## src/logic/annp_defs.svh

```systemverilog
`ifndef ANNP_DEFS_SVH
`define ANNP_DEFS_SVH

// Register indices; byte address is four times the index
`define ANNP_IDX_PARTNER_BASE  5'h05
`define ANNP_IDX_EXPANSION     5'h06
`define ANNP_IDX_NP_TRANSMIT   5'h07
`define ANNP_IDX_NP_RECEIVE    5'h08
`define ANNP_IDX_PORT_CONFIG   5'h10

// Expansion register fields
`define ANNP_EXP_BASE_PAGE     5
`define ANNP_EXP_PAR_FAULT     4
`define ANNP_EXP_LP_NP_ABLE    3
`define ANNP_EXP_NP_ABLE       2
`define ANNP_EXP_PAGE_RX       1
`define ANNP_EXP_LP_AN_ABLE    0

// Next-page word fields
`define ANNP_NP_MORE           15
`define ANNP_NP_ACK            14
`define ANNP_NP_MSG            13
`define ANNP_NP_ACK2           12
`define ANNP_NP_TOGGLE         11
`define ANNP_NP_CODE_MSB       10

// Port configuration fields
`define ANNP_CFG_ALT_NP        1

// Reset values and the next-page transmit write mask
`define ANNP_NP_TX_RESET       16'h2001
`define ANNP_NP_RX_RESET       16'h0000
`define ANNP_CFG_RESET         16'h0000
`define ANNP_NP_TX_WR_MASK     16'hBFFF

`endif

```

## src/logic/annp_pkg.sv

```systemverilog
package annp_pkg;

  typedef enum logic [1:0] {
    ANNP_IDLE = 2'b01,
    ANNP_ACK  = 2'b10
  } annp_bus_state_t;

endpackage

```

## src/logic/annp_regs.sv

```systemverilog
// Local design decision: the Wishbone register port.
`timescale 1ns/10ps
`default_nettype none
`include "annp_defs.svh"

module annp_regs
  import annp_pkg::*;
(
  input  wire logic        core_clk,
  input  wire logic        reset_n,
  input  wire logic [31:0] wb_adr_i,
  input  wire logic [31:0] wb_dat_i,
  input  wire logic [3:0]  wb_sel_i,
  input  wire logic        wb_we_i,
  input  wire logic        wb_cyc_i,
  input  wire logic        wb_stb_i,
  output logic      [31:0] wb_dat_o,
  output logic             wb_ack_o,
  input  wire logic        an_base_page,
  input  wire logic        an_par_fault,
  input  wire logic        an_lp_np_able,
  input  wire logic        an_lp_an_able,
  input  wire logic        an_page_rx,
  input  wire logic        an_page_is_next,
  input  wire logic [15:0] an_rx_word,
  input  wire logic        an_transmit_disable,
  output logic      [15:0] np_tx_word,
  output logic             alt_next_page_enable,
  output logic      [15:0] partner_base_word
);

  typedef struct packed {
    annp_bus_state_t bus;
    logic [31:0]     rdata;
    logic [1:0]      base_page_s;
    logic [1:0]      par_fault_s;
    logic [1:0]      lp_np_s;
    logic [1:0]      lp_an_s;
    logic [1:0]      page_rx_s;
    logic [1:0]      page_next_s;
    logic [1:0]      tx_dis_s;
    logic            page_rx_prev;
    logic            tx_dis_prev;
    logic            par_fault_lh;
    logic            page_rx_lh;
    logic [15:0]     np_tx;
    logic [15:0]     np_rx;
    logic [15:0]     lp_base;
    logic [15:0]     cfg;
  } annp_state_t;

  annp_state_t s_q;
  annp_state_t s_d;

  // Merge a write into a 16-bit register under the low byte enables
  function automatic logic [15:0] merge16(input logic [15:0] old_v,
                                          input logic [31:0] wdat,
                                          input logic [3:0]  sel,
                                          input logic [15:0] wmask);
    logic [15:0] v;
    v = old_v;
    if (sel[0]) begin
      v[7:0] = wdat[7:0];
    end
    if (sel[1]) begin
      v[15:8] = wdat[15:8];
    end
    merge16 = (v & wmask) | (old_v & ~wmask);
  endfunction

  logic        req;
  logic [4:0]  idx;
  logic        in_range;
  logic        rx_word_pulse;
  logic [15:0] rx_word;
  logic [15:0] exp_word;
  logic        ext_clear;

  // Word-aligned index; upper address bits must be zero to hit
  assign idx      = wb_adr_i[6:2];
  assign in_range = (wb_adr_i[31:7] == 25'h0000000);
  assign req      = wb_cyc_i & wb_stb_i;

  // The received word is sampled once the page event is stable, so the
  // partner must hold the word steady across the synchroniser delay
  assign rx_word       = an_rx_word;
  assign rx_word_pulse = s_q.page_rx_s[1] & ~s_q.page_rx_prev;

  assign ext_clear = s_q.cfg[`ANNP_CFG_ALT_NP] &
                     ((~s_q.page_rx_s[1] & s_q.page_rx_prev) |
                      (s_q.tx_dis_s[1] & ~s_q.tx_dis_prev));

  always_comb begin
    exp_word = 16'h0000;
    exp_word[`ANNP_EXP_BASE_PAGE]  = s_q.base_page_s[1];
    exp_word[`ANNP_EXP_PAR_FAULT]  = s_q.par_fault_lh;
    exp_word[`ANNP_EXP_LP_NP_ABLE] = s_q.lp_np_s[1];
    exp_word[`ANNP_EXP_NP_ABLE]    = 1'b1;
    exp_word[`ANNP_EXP_PAGE_RX]    = s_q.page_rx_lh;
    exp_word[`ANNP_EXP_LP_AN_ABLE] = s_q.lp_an_s[1];
  end

  always_comb begin
    s_d = s_q;
    s_d.base_page_s = {s_q.base_page_s[0], an_base_page};
    s_d.par_fault_s = {s_q.par_fault_s[0], an_par_fault};
    s_d.lp_np_s     = {s_q.lp_np_s[0], an_lp_np_able};
    s_d.lp_an_s     = {s_q.lp_an_s[0], an_lp_an_able};
    s_d.page_rx_s   = {s_q.page_rx_s[0], an_page_rx};
    s_d.page_next_s = {s_q.page_next_s[0], an_page_is_next};
    s_d.tx_dis_s    = {s_q.tx_dis_s[0], an_transmit_disable};
    s_d.page_rx_prev = s_q.page_rx_s[1];
    s_d.tx_dis_prev  = s_q.tx_dis_s[1];

    unique case (s_q.bus)
      ANNP_IDLE: begin
        if (req) begin
          s_d.bus   = ANNP_ACK;
          s_d.rdata = 32'h00000000;
          if (in_range) begin
            if (wb_we_i) begin
              if (idx == `ANNP_IDX_NP_TRANSMIT) begin
                s_d.np_tx = merge16(s_q.np_tx, wb_dat_i, wb_sel_i,
                                    `ANNP_NP_TX_WR_MASK);
              end
              if (idx == `ANNP_IDX_PORT_CONFIG) begin
                s_d.cfg = merge16(s_q.cfg, wb_dat_i, wb_sel_i,
                                  16'hFFFF);
              end
            end else begin
              unique case (idx)
                `ANNP_IDX_PARTNER_BASE: s_d.rdata[15:0] = s_q.lp_base;
                `ANNP_IDX_EXPANSION: begin
                  s_d.rdata[15:0] = exp_word;
                  // Read clears; a new event this cycle still wins below
                  s_d.par_fault_lh = 1'b0;
                  s_d.page_rx_lh   = 1'b0;
                end
                `ANNP_IDX_NP_TRANSMIT:  s_d.rdata[15:0] = s_q.np_tx;
                `ANNP_IDX_NP_RECEIVE:   s_d.rdata[15:0] = s_q.np_rx;
                `ANNP_IDX_PORT_CONFIG:  s_d.rdata[15:0] = s_q.cfg;
                default:                s_d.rdata = 32'h00000000;
              endcase
            end
          end
        end
      end
      ANNP_ACK: begin
        s_d.bus = ANNP_IDLE;
      end
      default: begin
        s_d.bus = ANNP_IDLE;
      end
    endcase

    if (ext_clear) begin
      s_d.page_rx_lh = 1'b0;
    end

    // Set after clears so a coincident event is never lost
    if (s_q.par_fault_s[1]) begin
      s_d.par_fault_lh = 1'b1;
    end
    if (rx_word_pulse) begin
      if (s_q.page_next_s[1]) begin
        s_d.np_rx = rx_word;
      end else begin
        s_d.lp_base = rx_word;
      end
      s_d.page_rx_lh = 1'b1;
    end
  end

  always_ff @(posedge core_clk or negedge reset_n) begin
    if (!reset_n) begin
      s_q       <= '0;
      s_q.bus   <= ANNP_IDLE;
      s_q.np_tx <= `ANNP_NP_TX_RESET;
      s_q.np_rx <= `ANNP_NP_RX_RESET;
      s_q.cfg   <= `ANNP_CFG_RESET;
    end else begin
      s_q <= s_d;
    end
  end

  assign wb_dat_o             = s_q.rdata;
  assign wb_ack_o             = s_q.bus[1];
  assign np_tx_word           = s_q.np_tx;
  assign alt_next_page_enable = s_q.cfg[`ANNP_CFG_ALT_NP];
  assign partner_base_word    = s_q.lp_base;

endmodule
`default_nettype wire

```

## config.mk

```make
export PLATFORM = sky130hd
export DESIGN_NAME = annp_regs
export DESIGN_NICKNAME = d
export VERILOG_FILES = /design/src/logic/annp_pkg.sv /design/src/logic/annp_regs.sv
export VERILOG_INCLUDE_DIRS = /design/src /design/src/logic
export SDC_FILE = /design/constraint.sdc
export NUM_CORES = 1
export LEC_CHECK = 0
export BUFFER_PORTS_ARGS = -buffer_cell sky130_fd_sc_hd__clkbuf_2
export CAP_MARGIN = 20
export CORE_ASPECT_RATIO = 0.8
export CORE_MARGIN = 4
export CORE_UTILIZATION = 40
export CTS_BUF_LIST = sky130_fd_sc_hd__clkbuf_4 sky130_fd_sc_hd__clkbuf_8
export DETAILED_ROUTE_END_ITERATION = 6
export PLACE_DENSITY_LB_ADDON = 0.05
export SKIP_LAST_GASP = 1
export SLEW_MARGIN = 5
export SYNTH_ARGS = -nofsm -noshare
export SYNTH_HDL_FRONTEND = slang
export SYNTH_SLANG_ARGS = --single-unit
export TNS_END_PERCENT = 30
```

## constraint.sdc

```tcl
create_clock -name core_clk -period 3.8 [get_ports core_clk]
set_input_delay 0.57 -clock core_clk [delete_from_list [all_inputs] [get_ports core_clk]]
set_output_delay 0.57 -clock core_clk [all_outputs]
set_load 0.05 [all_outputs]
```

Word-level counts from Yosys, hierarchy flattened
Index checks and enable logic that the tools add are counted.

word-level totals
  flip-flop bits (word level) = 116
  bits in latches = 0
  bits in writable memories = 0
  memory bits (read-only) = 0
  input bits = 96
  output and inout bits = 66
  memories = 0

cells by class
  add/sub/neg operators = 0
  multipliers = 0
  divide/modulo/power cells = 0
  order comparisons = 0
  eq/ne operators = 9
  shifts and indexed selects = 0
  mux-type cells = 27
  bitwise operators = 11
  reductions and logical operators = 17

operators with widths
  cell                                                    count
  two-way mux 8 bit                                       12
  one-hot mux 16 bit (5 select lines)                     1
  two-way mux 16 bit                                      4
  two-way mux 18 bit                                      3
  two-way mux 34 bit                                      1
  logical NOT 25 bit                                      1
  bitwise OR 16 x 15 -> 16 bit                            1
  equality test 5 x 3 -> 1 bit (second input constant)    3
  AND reduction 5 bit                                     3
  AND reduction 6 bit                                     2
  nonzero test 3 bit                                      4
  nonzero test 2 bit                                      4
  two-way mux 2 bit                                       3
  AND reduction 2 bit                                     3
  bitwise AND 1 bit                                       5
  equality test 5 x 4 -> 1 bit (second input constant)    1
  equality test 5 bit (second input constant)             1
  NOT 1 bit                                               4
  two-way mux 1 bit                                       3
  inequality test 3 x 1 -> 1 bit (second input constant)  1
  equality test 2 x 1 -> 1 bit (second input constant)    1
  inequality test 2 x 1 -> 1 bit (second input constant)  1
  inequality test 2 bit (second input constant)           1
  bitwise OR 1 bit                                        1

Depth between registers and ports, before layout
Gate-level depths: netlist of the first run.

  depth in word-level cells = 14
  mapped depth = 7
  mapped depth without buffers = 4

Least setup slack after synthesis of the first run
Ideal clock, no wire load.

  path type = in2reg
  from = input port wb_adr_i[3]
  to = register s_q, in the netlist alt_next_page_enable
  setup time = 0.125 ns
  arrival time = 2.106 ns
  slack = 1.569 ns
  stages = 6
  buffers on the path = 2
  path through = buf_2 nor3_2 buf_2 nand3_2 nor4_4 mux2_4

on the way
  longest elaborated chain between the ends = 2

ends and longest elaborated chain
  what                           RTL line         text
  from (decl)                    annp_regs.sv:11  input wire logic [31:0] wb_adr_i,
  equality test 5 bit            --
  AND reduction 6 bit (no line)  --
  to (decl)                      annp_regs.sv:52  annp_state_t s_q;

Every way passes these cells.
A chain may end at the register's enable or synchronous reset.

Worst setup path after layout of the first run
  from = input port wb_adr_i[3]
  to = register s_q[15] (netlist name)

Same word-level chain as after synthesis.

==> flow_summary_export.csv, run 1 <==
group,metric,value,unit
power,p_switching,0.677,mW
clock_network,clockBufferDepth,2,
yosys,synthMuxAreaShare,16.8,%
clock_network,cts_resized,0,
timing,setup_viol,0,
power,ir_drop,241,µV
timing,maxClockFrequency,397,MHz
final_layout,finish.net_count,561,
yosys,ys_top_cells_by_area,"dfrtp_1 (50%), mux2_2 (14%), buf_4 (10%)",
drt,drcViolationCount,0,
yosys,synthArstFlopShare,100,%
final_layout,drive_gt1_share,49.6,%
power,p_sw_share,30.2,%
floorplan,core_area,0.0116,mm²
clock_network,cts_tree,"built",
floorplan,num_rows,35,
yosys,yosysUniqueCellTypes,48,
yosys,postSynthAreaPerCell,12.4,µm²
timing,worst_clock_skew,8.83,ps
global_routing,grt_start_max_net_pins,62,
drt,drt_iter0_markers,149,
power,power_leakage,2.67,nW
drt,post_drt_wl_per_cell,19.0,µm
power,clkPwrFrac,29.8,%
drt,vias,3094,
yosys,syn_area,0.00481,mm²
yosys,yosys_register_bits,99,
setup_path,crit_arrival,2760,ps
yosys,synth_compound_area_share,6.21,%
yosys,synthSimpleGateAreaFrac,12.8,%
final_layout,final_common_cell,"clkbuf_2",
drt,viasPerCell,5.01,
clock_network,cts.sinks,99,
timing,max-slew-margin-rel,25.2,%
timing,rsz0062_at_grt,"false",
floorplan,fp.dieH,106,µm
timing,tns,0,ps
yosys,synthAdderAreaFrac,0,%
setup_path,critical_path_class,"in2reg",
setup_path,critPathSlowestCell,"nor3_2",
yosys,yosysTopAreaCell,"dfrtp_1",
placed_design,hpwl,8.81,mm
floorplan,io_pins,162,
final_layout,finalCoreUtilization,46.0,%
timing,final.period_utilization,66.3,%
yosys,synth_ff_type,"dfrtp_1",
global_routing,grt-ovfl-total,0,
clock_network,postCtsSetupBuffers,0,
setup_path,crit_family,"simple AND/OR/NAND/NOR gates",
clock_network,cts_buffers,9,
power,cellPowerDensity,418,mW/mm²
final_layout,syn_to_final_growth,11.4,%
drt,ant_nets,0,
clock_network,clk_pin_slew,90,ps
timing,period_needed,2520,ps
timing,max_slew.worst_pin.slew,1120,ps
setup_path,critPathMaxStageDelay,680,ps
drt,drt_pass1_iterations,5,
floorplan,die_x,131,µm
yosys,synth_top_family_by_area,"multiplexers",
setup_path,cp_cell_sequence,"clkbuf_2 > nor3_2 > nand3_2 > nor4_4 > mux2_2",
yosys,synth_edf_count,0,
clock_network,cts.hold.buffers_added,0,
setup_path,end_kind,"flop",
placed_design,gp_congestion,0.867,
global_routing,antenna_found_initial,0,
power,p_seq_share,52.6,%
global_routing,grt_pass1_vias,3076,
yosys,synthCells,389,
timing,hold_viol,0,
floorplan,design.die.area,0.0139,mm²
yosys,seq_area_frac_synth,51.5,%
power,p_int,1.56,mW
setup_path,crit_buf_inv,1,
yosys,synth.top_cell.area_share,49.9,%
yosys,synth_xor_area_share,0.182,%
clock_network,clock_latency,360,ps
setup_path,worstPathMaxFanout,17,
setup_path,start_kind,"input port",
global_routing,grt_pass1_wl,17.7,mm
worst_hold_path,hold_path.class,"in2async",
global_routing,track_usage,16.8,%
timing,slew_violations,0,
status,status,"complete, no violations",
final_layout,diodes,0,
power,p_comb_share,17.6,%
floorplan,initial_core_util,41.3,%
placed_design,port_buffers,124,
final_layout,mostFrequentLayoutCells,"clkbuf_2 (123), dfrtp_1 (96), mux2_2 (61), and3_1 (19), nand2_1 (18)",
clock_network,ctsHtreeMaxLevel,3,
setup_path,crit_required,4040,ps
drt,wl,11.7,mm
clock_network,root_buffer,"clkbuf_8",
job,cap_violations,0,
yosys,yosysWarningCount,0,
-- path summary, 6_finish.rpt --
kind	from	to	slack, ps	depth (start not counted)
worst max register to register	s_q[114]	np_tx_word[5]	1550	4
min in group core_clk	an_page_rx	s_d[73]	310	1
worst min register to register	s_d[69]	s_d[66]	350	0
max in group asynchronous	reset_n	s_q[114]	2650	2
worst min-delay path	reset_n	s_q[40]	300	1
worst max-delay path	wb_adr_i[3]	s_q[15]	1280	5
-- flip-flops by register name, indices dropped and copies added (netlist names) --
| name | flops |
|---|---|
| wb_dat_o | 16 |
| np_tx_word | 15 |
| wb_ack_o | 1 |
| s_q | 36 |
| s_d | 9 |
| partner_base_word | 16 |
| alt_next_page_enable | 1 |
| exp_word | 5 |
-- cells in the mapped netlist, drive strengths merged (2+ instances only) --
| master | instances |
|---|---|
| dfrtp | 96 |
| buf | 70 |
| mux2 | 69 |
| and3 | 19 |
| nand2 | 19 |
| o21ai | 16 |
| inv | 12 |
| nor4 | 11 |
| clkbuf | 10 |
| nor3 | 10 |
| a2111oi | 6 |
| a222oi | 5 |
| a22o | 5 |
| nand3 | 5 |
| nand4 | 4 |
| a221oi | 3 |
| dfstp | 3 |
| nor2 | 3 |
| nor2b | 3 |
| and4 | 2 |
| or4b | 2 |
-- cell families after synthesis --
family          count (synthesis)
compound gates                 41
xor+xnor                        1
buf+inv                        92
flops                          99
mux                            69
other cells                     1
simple gates                   86
-- cell type report --
class	count	area, µm²
Clock buffer	10	131
Clock inverter	6	66.3
Fill cell	1122	6290
Inverter	12	45.0
Multi-Input combinational cell	214	1790
Sequential cell	99	2480
Tap cell	148	185
Timing Repair Buffer	129	661
-- worst register-to-register path, delay by kind of cell, from the launching register on --
family	cells	cell delay, ps
simple gates	3	1210
mux	1	410
flops	1	520
-- per-stage QoR --
step	worst slack, ps	cells	hold WS (ps)	area [µm²]	total power [mW]
2_1_floorplan	1570	405	274	4870	1.51
3_3_place_gp	943	602	332	5160	1.59
3_5_place_dp	908	602	335	5160	1.60
4_1_cts	1290	618	287	5360	2.27
5_1_grt	1130	618	285	5360	2.35
6_report	1280	618	302	5360	2.24
-- power by group through the flow --
stage / Sequential [mW] / Clock [mW] / Combinational, mW
6_report: 1.18 / 0.668 / 0.394
5_1_grt: 1.19 / 0.735 / 0.423
4_1_cts: 1.18 / 0.697 / 0.399
3_5_place_dp: 1.20 / 0 / 0.398
3_3_place_gp: 1.19 / 0 / 0.395
2_1_floorplan: 1.18 / 0 / 0.330
-- layer usage --
layer	track usage [%]	routed length, µm	up-vias	part of all wire (%)
li1	-	-	1460	-
met1	26.2	5870	1487	50
met2	23.5	4860	135	41
met3	3.77	835	12	7.1
met4	4.33	162	0	1.4
met5	0	0	-	0
Power figures use the tool's default switching activity.
==> run 2, diff against run 1 <==
==> constraint.sdc (replaced) <==
create_clock -name core_clk -period 2.19 [get_ports core_clk]
set_input_delay 0.3285 -clock core_clk [delete_from_list [all_inputs] [get_ports core_clk]]
set_output_delay 0.3285 -clock core_clk [all_outputs]
set_load 0.05 [all_outputs]
==> flow_summary_export.csv, run 2 (synthesized netlist as in run 1, its figures left out) <==
group,metric,value,unit
timing,period_needed,1980,ps
status,status,"complete, no violations",
power,p_switching,1.19,mW
final_layout,mostFrequentLayoutCells,"clkbuf_2 (123), dfrtp_1 (96), mux2_2 (61), buf_4 (30), and3_1 (19)",
final_layout,largest-register,"s_q",
power,power_leakage,2.82,nW
final_layout,diodes,0,
clock_network,clk_pin_slew,90,ps
floorplan,fp.dieH,106,µm
power,p_comb_share,17.4,%
global_routing,grt_start_max_net_pins,43,
setup_path,rrSetupSlack,210,ps
drt,vias,3206,
final_layout,final_common_cell,"clkbuf_2",
timing,worst_clock_skew,9.63,ps
placed_design,gp_congestion,0.866,
timing,hold_ws,62.7,ps
final_layout,syn_to_final_growth,16.8,%
timing,hold_viol,0,
global_routing,grt_pass1_wl,17.7,mm
clock_network,ctsHtreeMaxLevel,3,
floorplan,design.die.area,0.0139,mm²
clock_network,cts_buffers,9,
global_routing,antenna_found_initial,0,
timing,slew_violations,0,
setup_path,start_kind,"flop",
placed_design,placed_area,0.00539,mm²
final_layout,largest_reg_flops,36,
power,p_sw_share,29.2,%
placed_design,dp.cells,628,
timing,rsz0062_at_grt,"false",
timing,max_slew.worst_pin.slew,959,ps
timing,final.period_utilization,90.2,%
clock_network,cts_resized,0,
floorplan,num_rows,35,
clock_network,root_buffer,"clkbuf_8",
setup_path,end_kind,"flop",
global_routing,grt_pass1_vias,3107,
drt,wl,11.6,mm
worst_hold_path,hold_path.class,"in2reg",
floorplan,initial_core_util,41.3,%
worst_hold_path,holdPathEnd,"s_d[81]",
placed_design,hpwl,9.01,mm
timing,maxClockFrequency,506,MHz
power,p_int,2.88,mW
setup_path,worst_r2r_endpoint,"np_tx_word[4]",
setup_path,crit_required,2450,ps
drt,post_drt_wl_per_cell,18.0,µm
worst_hold_path,hp-start,"an_base_page",
setup_path,critical_path_class,"reg2reg",
drt,drt_pass1_iterations,4,
global_routing,grt-ovfl-total,0,
final_layout,final_area,0.00562,mm²
clock_network,cts_tree,"built",
clock_network,clock_latency,360,ps
drt,viasPerCell,4.97,
setup_path,crit_arrival,2230,ps
floorplan,die_x,131,µm
final_layout,drive_gt1_share,52.1,%
clock_network,postCtsSetupBuffers,0,
setup_path,reg2reg_depth,5,
global_routing,track_usage,17.0,%
floorplan,io_pins,162,
setup_path,rr_startpoint,"s_q[114]",
drt,drt_iter0_markers,155,
power,cellPowerDensity,723,mW/mm²
drt,ant_nets,0,
clock_network,clockBufferDepth,2,
timing,max-slew-margin-rel,35.9,%
power,p_seq_share,50.2,%
timing,setup_viol,0,
worst_hold_path,hold-path-cell-count,1,
clock_network,cts.sinks,99,
power,clkPwrFrac,32.4,%
final_layout,finish.net_count,588,
power,ir_drop,367,µV
setup_path,worstPathMaxFanout,6,
final_layout,fillCellCount,1088,
placed_design,port_buffers,124,
drt,drcViolationCount,0,
final_layout,layoutNonFillerInstCount,645,
floorplan,core_area,0.0116,mm²
job,cap_violations,0,
## run 2: stage by stage
| step | setup WS [ps] | TNS, ps | utilization (%) | total power, mW |
|---|---|---|---|---|
| after detailed placement | -101 | -1430 | 46.2 | 2.79 |
| after floorplan | 99.2 | 0 | - | 2.62 |
| after global placement | -22.0 | -70.8 | 46.2 | 2.78 |
| final | 214 | 0 | 48.3 | 4.07 |
| after global routing | 93.1 | 0 | 48.3 | 4.25 |
| after CTS | 187 | 0 | 48.3 | 4.14 |
## run 2: cell type report
class,count,area [µm²],area share [%]
Multi-Input combinational cell,214,1790,31.9
Clock inverter,5,83.8,1.49
Timing Repair Buffer,156,891,15.8
Inverter,12,45.0,0.801
Sequential cell,99,2480,44.1
Tap cell,148,185,3.29
Clock buffer,11,145,2.58
## run 2: per-layer routing
layer | wire (µm) | track usage, % | part of all wire, %
met5 | 0 | 0 | 0
met2 | 4710 | 22.9 | 41
met4 | 183 | 4.85 | 1.6
met3 | 851 | 4.02 | 7.3
met1 | 5880 | 26.8 | 51
## run 2: how the worst max path moves through the flow
| stage | endpoint | slack (ps) | start | cells after the start |
|---|---|---|---|---|
| global placement | wb_dat_o[6] | -20 | wb_adr_i[4] | 8 |
| detailed placement | s_q[11] | -100 | wb_adr_i[19] | 6 |
| floorplan | alt_next_page_enable | 100 | wb_ack_o | 4 |
| global route | np_tx_word[2] | 90 | s_q[114] | 5 |
| finish | np_tx_word[4] | 210 | s_q[114] | 5 |
| CTS | np_tx_word[4] | 190 | s_q[114] | 5 |
## run 2: worst max-delay path, stage by stage (launching register included)
cell,delay (ps)
dfstp_2,520
nor2b_1,240
nand2_2,210
nor4_4,350
buf_4,220
mux2_2,340
## run 2: repair_timing
item                       CTS  global route
hold endpoints to repair    36             0
hold buffers                 1             0
setup endpoints to repair    0             0
## run 2: power by group through the flow
stage	Clock, mW	Sequential [mW]	Combinational [mW]
after global placement	0	2.08	0.708
after global routing	1.42	2.06	0.760
after CTS	1.38	2.04	0.716
final	1.32	2.04	0.707
after floorplan	0	2.05	0.573
after detailed placement	0	2.08	0.713
==> run 3, diff against run 2 <==
--- a/config.mk
+++ b/config.mk
@@ -6,6 +6,7 @@
 export SDC_FILE = /design/constraint.sdc
 export NUM_CORES = 1
 export LEC_CHECK = 0
+export ABC_AREA = 1
 export BUFFER_PORTS_ARGS = -buffer_cell sky130_fd_sc_hd__clkbuf_2
 export CAP_MARGIN = 20
 export CORE_ASPECT_RATIO = 0.8
==> flow_summary_export.csv, run 3 <==
group,metric,value,unit
setup_path,crit_required,2470,ps
drt,met1_length,6.58,mm
final_layout,final_area,0.00562,mm²
floorplan,die_x,134,µm
setup_path,crit_buf_inv,2,
yosys,synth_ff_type,"dfrtp_1",
global_routing,grt_start_max_net_pins,64,
yosys,postSynthAreaPerCell,8.35,µm²
placed_design,place_ws,316,ps
setup_path,end_kind,"flop",
final_layout,syn_to_final_growth,11.1,%
yosys,synth.top_cell.area_share,47.5,%
final_layout,diodes,0,
setup_path,crit_arrival,2100,ps
clock_network,clockBufferDepth,2,
setup_path,critPathMaxStageDelay,530,ps
placed_design,hpwl,9.56,mm
timing,slew_violations,0,
final_layout,finalCoreUtilization,45.9,%
clock_network,root_buffer,"clkbuf_8",
placed_design,gp_congestion,0.868,
timing,max-slew-margin-rel,60.0,%
final_layout,largest_reg_flops,36,
yosys,yosysWarningCount,0,
timing,rsz0062_at_grt,"false",
power,cellPowerDensity,674,mW/mm²
floorplan,num_rows,36,
final_layout,final_common_cell,"nand2_1",
global_routing,antenna_found_initial,0,
setup_path,crit_family,"simple AND/OR/NAND/NOR gates",
timing,period_needed,1830,ps
floorplan,core_area,0.0123,mm²
drt,wl_met2,5.17,mm
timing,finalWorstSetupSlack,363,ps
worst_hold_path,hold_path.class,"in2reg",
clock_network,ctsHtreeMaxLevel,3,
yosys,ys_top_cells_by_count,"nand2_1 (148), dfrtp_1 (96), buf_4 (69)",
placed_design,dp.cells,835,
setup_path,critical_path_class,"reg2reg",
power,power_leakage,3.03,nW
timing,final.period_utilization,83.4,%
clock_network,cts_resized,0,
drt,met3_length,696,µm
timing,worst_clock_skew,11.5,ps
final_layout,largest-register,"s_q",
timing,max_slew.worst_pin.slew,600,ps
timing,maxClockFrequency,547,MHz
power,ir_drop,298,µV
job,cap_violations,0,
power,fin_total_pwr,3.79,mW
yosys,yosys_register_bits,99,
yosys,yosysUniqueCellTypes,25,
yosys,syn_area,0.00506,mm²
status,status,"complete, no violations",
placed_design,port_buffers,124,
clock_network,cts_tree,"built",
setup_path,cp_cell_sequence,"inv_1 > nor2_1 > inv_1 > nor2_1 > nand3_2 > o21bai_1",
floorplan,fp.dieH,109,µm
drt,drt_iter0_markers,237,
drt,top_layer,"met4",
timing,hold_viol,0,
floorplan,io_pins,162,
timing,hold_ws,56.5,ps
drt,post_drt_wl_per_cell,14.7,µm
drt,viasPerCell,4.62,
drt,ant_nets,0,
drt,drt_pass1_iterations,5,
final_layout,finish.net_count,772,
placed_design,placed_area,0.00543,mm²
clock_network,clock_latency,370,ps
yosys,ys_top_cells_by_area,"dfrtp_1 (48%), nand2_1 (11%), buf_4 (10%)",
floorplan,initial_core_util,41.3,%
final_layout,mostFrequentLayoutCells,"nand2_1 (148), clkbuf_2 (123), dfrtp_1 (96), nor2_1 (53), inv_1 (51)",
clock_network,clk_pin_slew,100,ps
yosys,synth.most_common_cell,"nand2_1",
setup_path,start_kind,"flop",
global_routing,track_usage,17.8,%
global_routing,grt_pass1_wl,20.2,mm
drt,vias,3938,
floorplan,design.die.area,0.0145,mm²
final_layout,layoutNonFillerInstCount,852,
timing,tns,0,ps
drt,drcViolationCount,0,
yosys,yosysTopAreaCell,"dfrtp_1",
yosys,synthArstFlopShare,100,%
setup_path,worstPathMaxFanout,15,
yosys,seq_area_frac_synth,49.1,%
global_routing,grt_pass1_vias,3761,
yosys,synth_edf_count,0,
timing,setup_viol,0,
yosys,synthCells,606,
setup_path,critPathSlowestCell,"dfstp_2",
clock_network,cts_buffers,9,
drt,wl,12.5,mm
global_routing,grt-ovfl-total,0,
final_layout,drive_gt1_share,26.9,%
clock_network,cts.sinks,99,
run 3: cell count changes after synthesis, sizes merged, moves of 15 or more:
cell    change
and3       -19
inv        +43
nand4      +39
o21ai      +28
nand3      +38
mux2       -69
nor2       +58
nand2     +130
o21bai     +15
run 3: logic make-up (layout without fill, tap and decap cells):
kind of cell | count (synthesis) | after routing | share of synthesized area [%]
buffers and inverters | 147 | 206 | 16.6
other | 1 | 17 | 0.0741
and+or+nand+nor | 298 | 298 | 26.7
DFF | 99 | 99 | 49.1
AOI/OAI and AO/OA | 61 | 61 | 7.60
run 3: final cells by class:
type | count | area (µm²)
inverter | 55 | 206
clock buffer | 9 | 124
fill | 1275 | 6630
tap | 171 | 214
clock inverter | 7 | 58.8
sequential | 99 | 2480
multi-input combinational | 376 | 1800
timing repair buffer | 135 | 733
run 3: metal layers:
layer | vias up | track usage (%)
li1 | 2001 | -
met1 | 1810 | 28.2
met2 | 119 | 24.4
met3 | 8 | 4.05
met4 | 0 | 3.96
met5 | - | 0
run 3: worst paths after layout:
check                               from          end  slack [ps]  cells past startpoint
min in group asynchronous        reset_n      s_d[79]         450                      2
min reg2reg                      s_d[69]      s_d[66]         360                      0
min                        an_lp_np_able      s_d[77]          60                      1
max reg2reg                     s_q[114]  wb_dat_o[3]         360                      6
max                             s_q[114]  wb_dat_o[3]         360                      6
max in group asynchronous        reset_n     s_q[114]         990                      3
run 3: power by group:
part	switching, mW	internal (mW)	leakage [nW]
sequential	0.0884	1.94	1.27
clock	0.693	0.432	0.0921
combinational	0.474	0.159	1.67
run 3: what timing repair did:
action                                 in CTS  in global routing
hold buffers                                1                  0
setup endpoints to repair                   0                  0
setup buffers                               0                  0
endpoints found under the hold margin      35                  0
run 3: worst register-to-register path, cell delays in order (launching register included):
cell and delay [ps]:
dfstp_2 530, inv_1 30, nor2_1 120, inv_1 90, nor2_1 280, nand3_2 430
o21bai_1 270
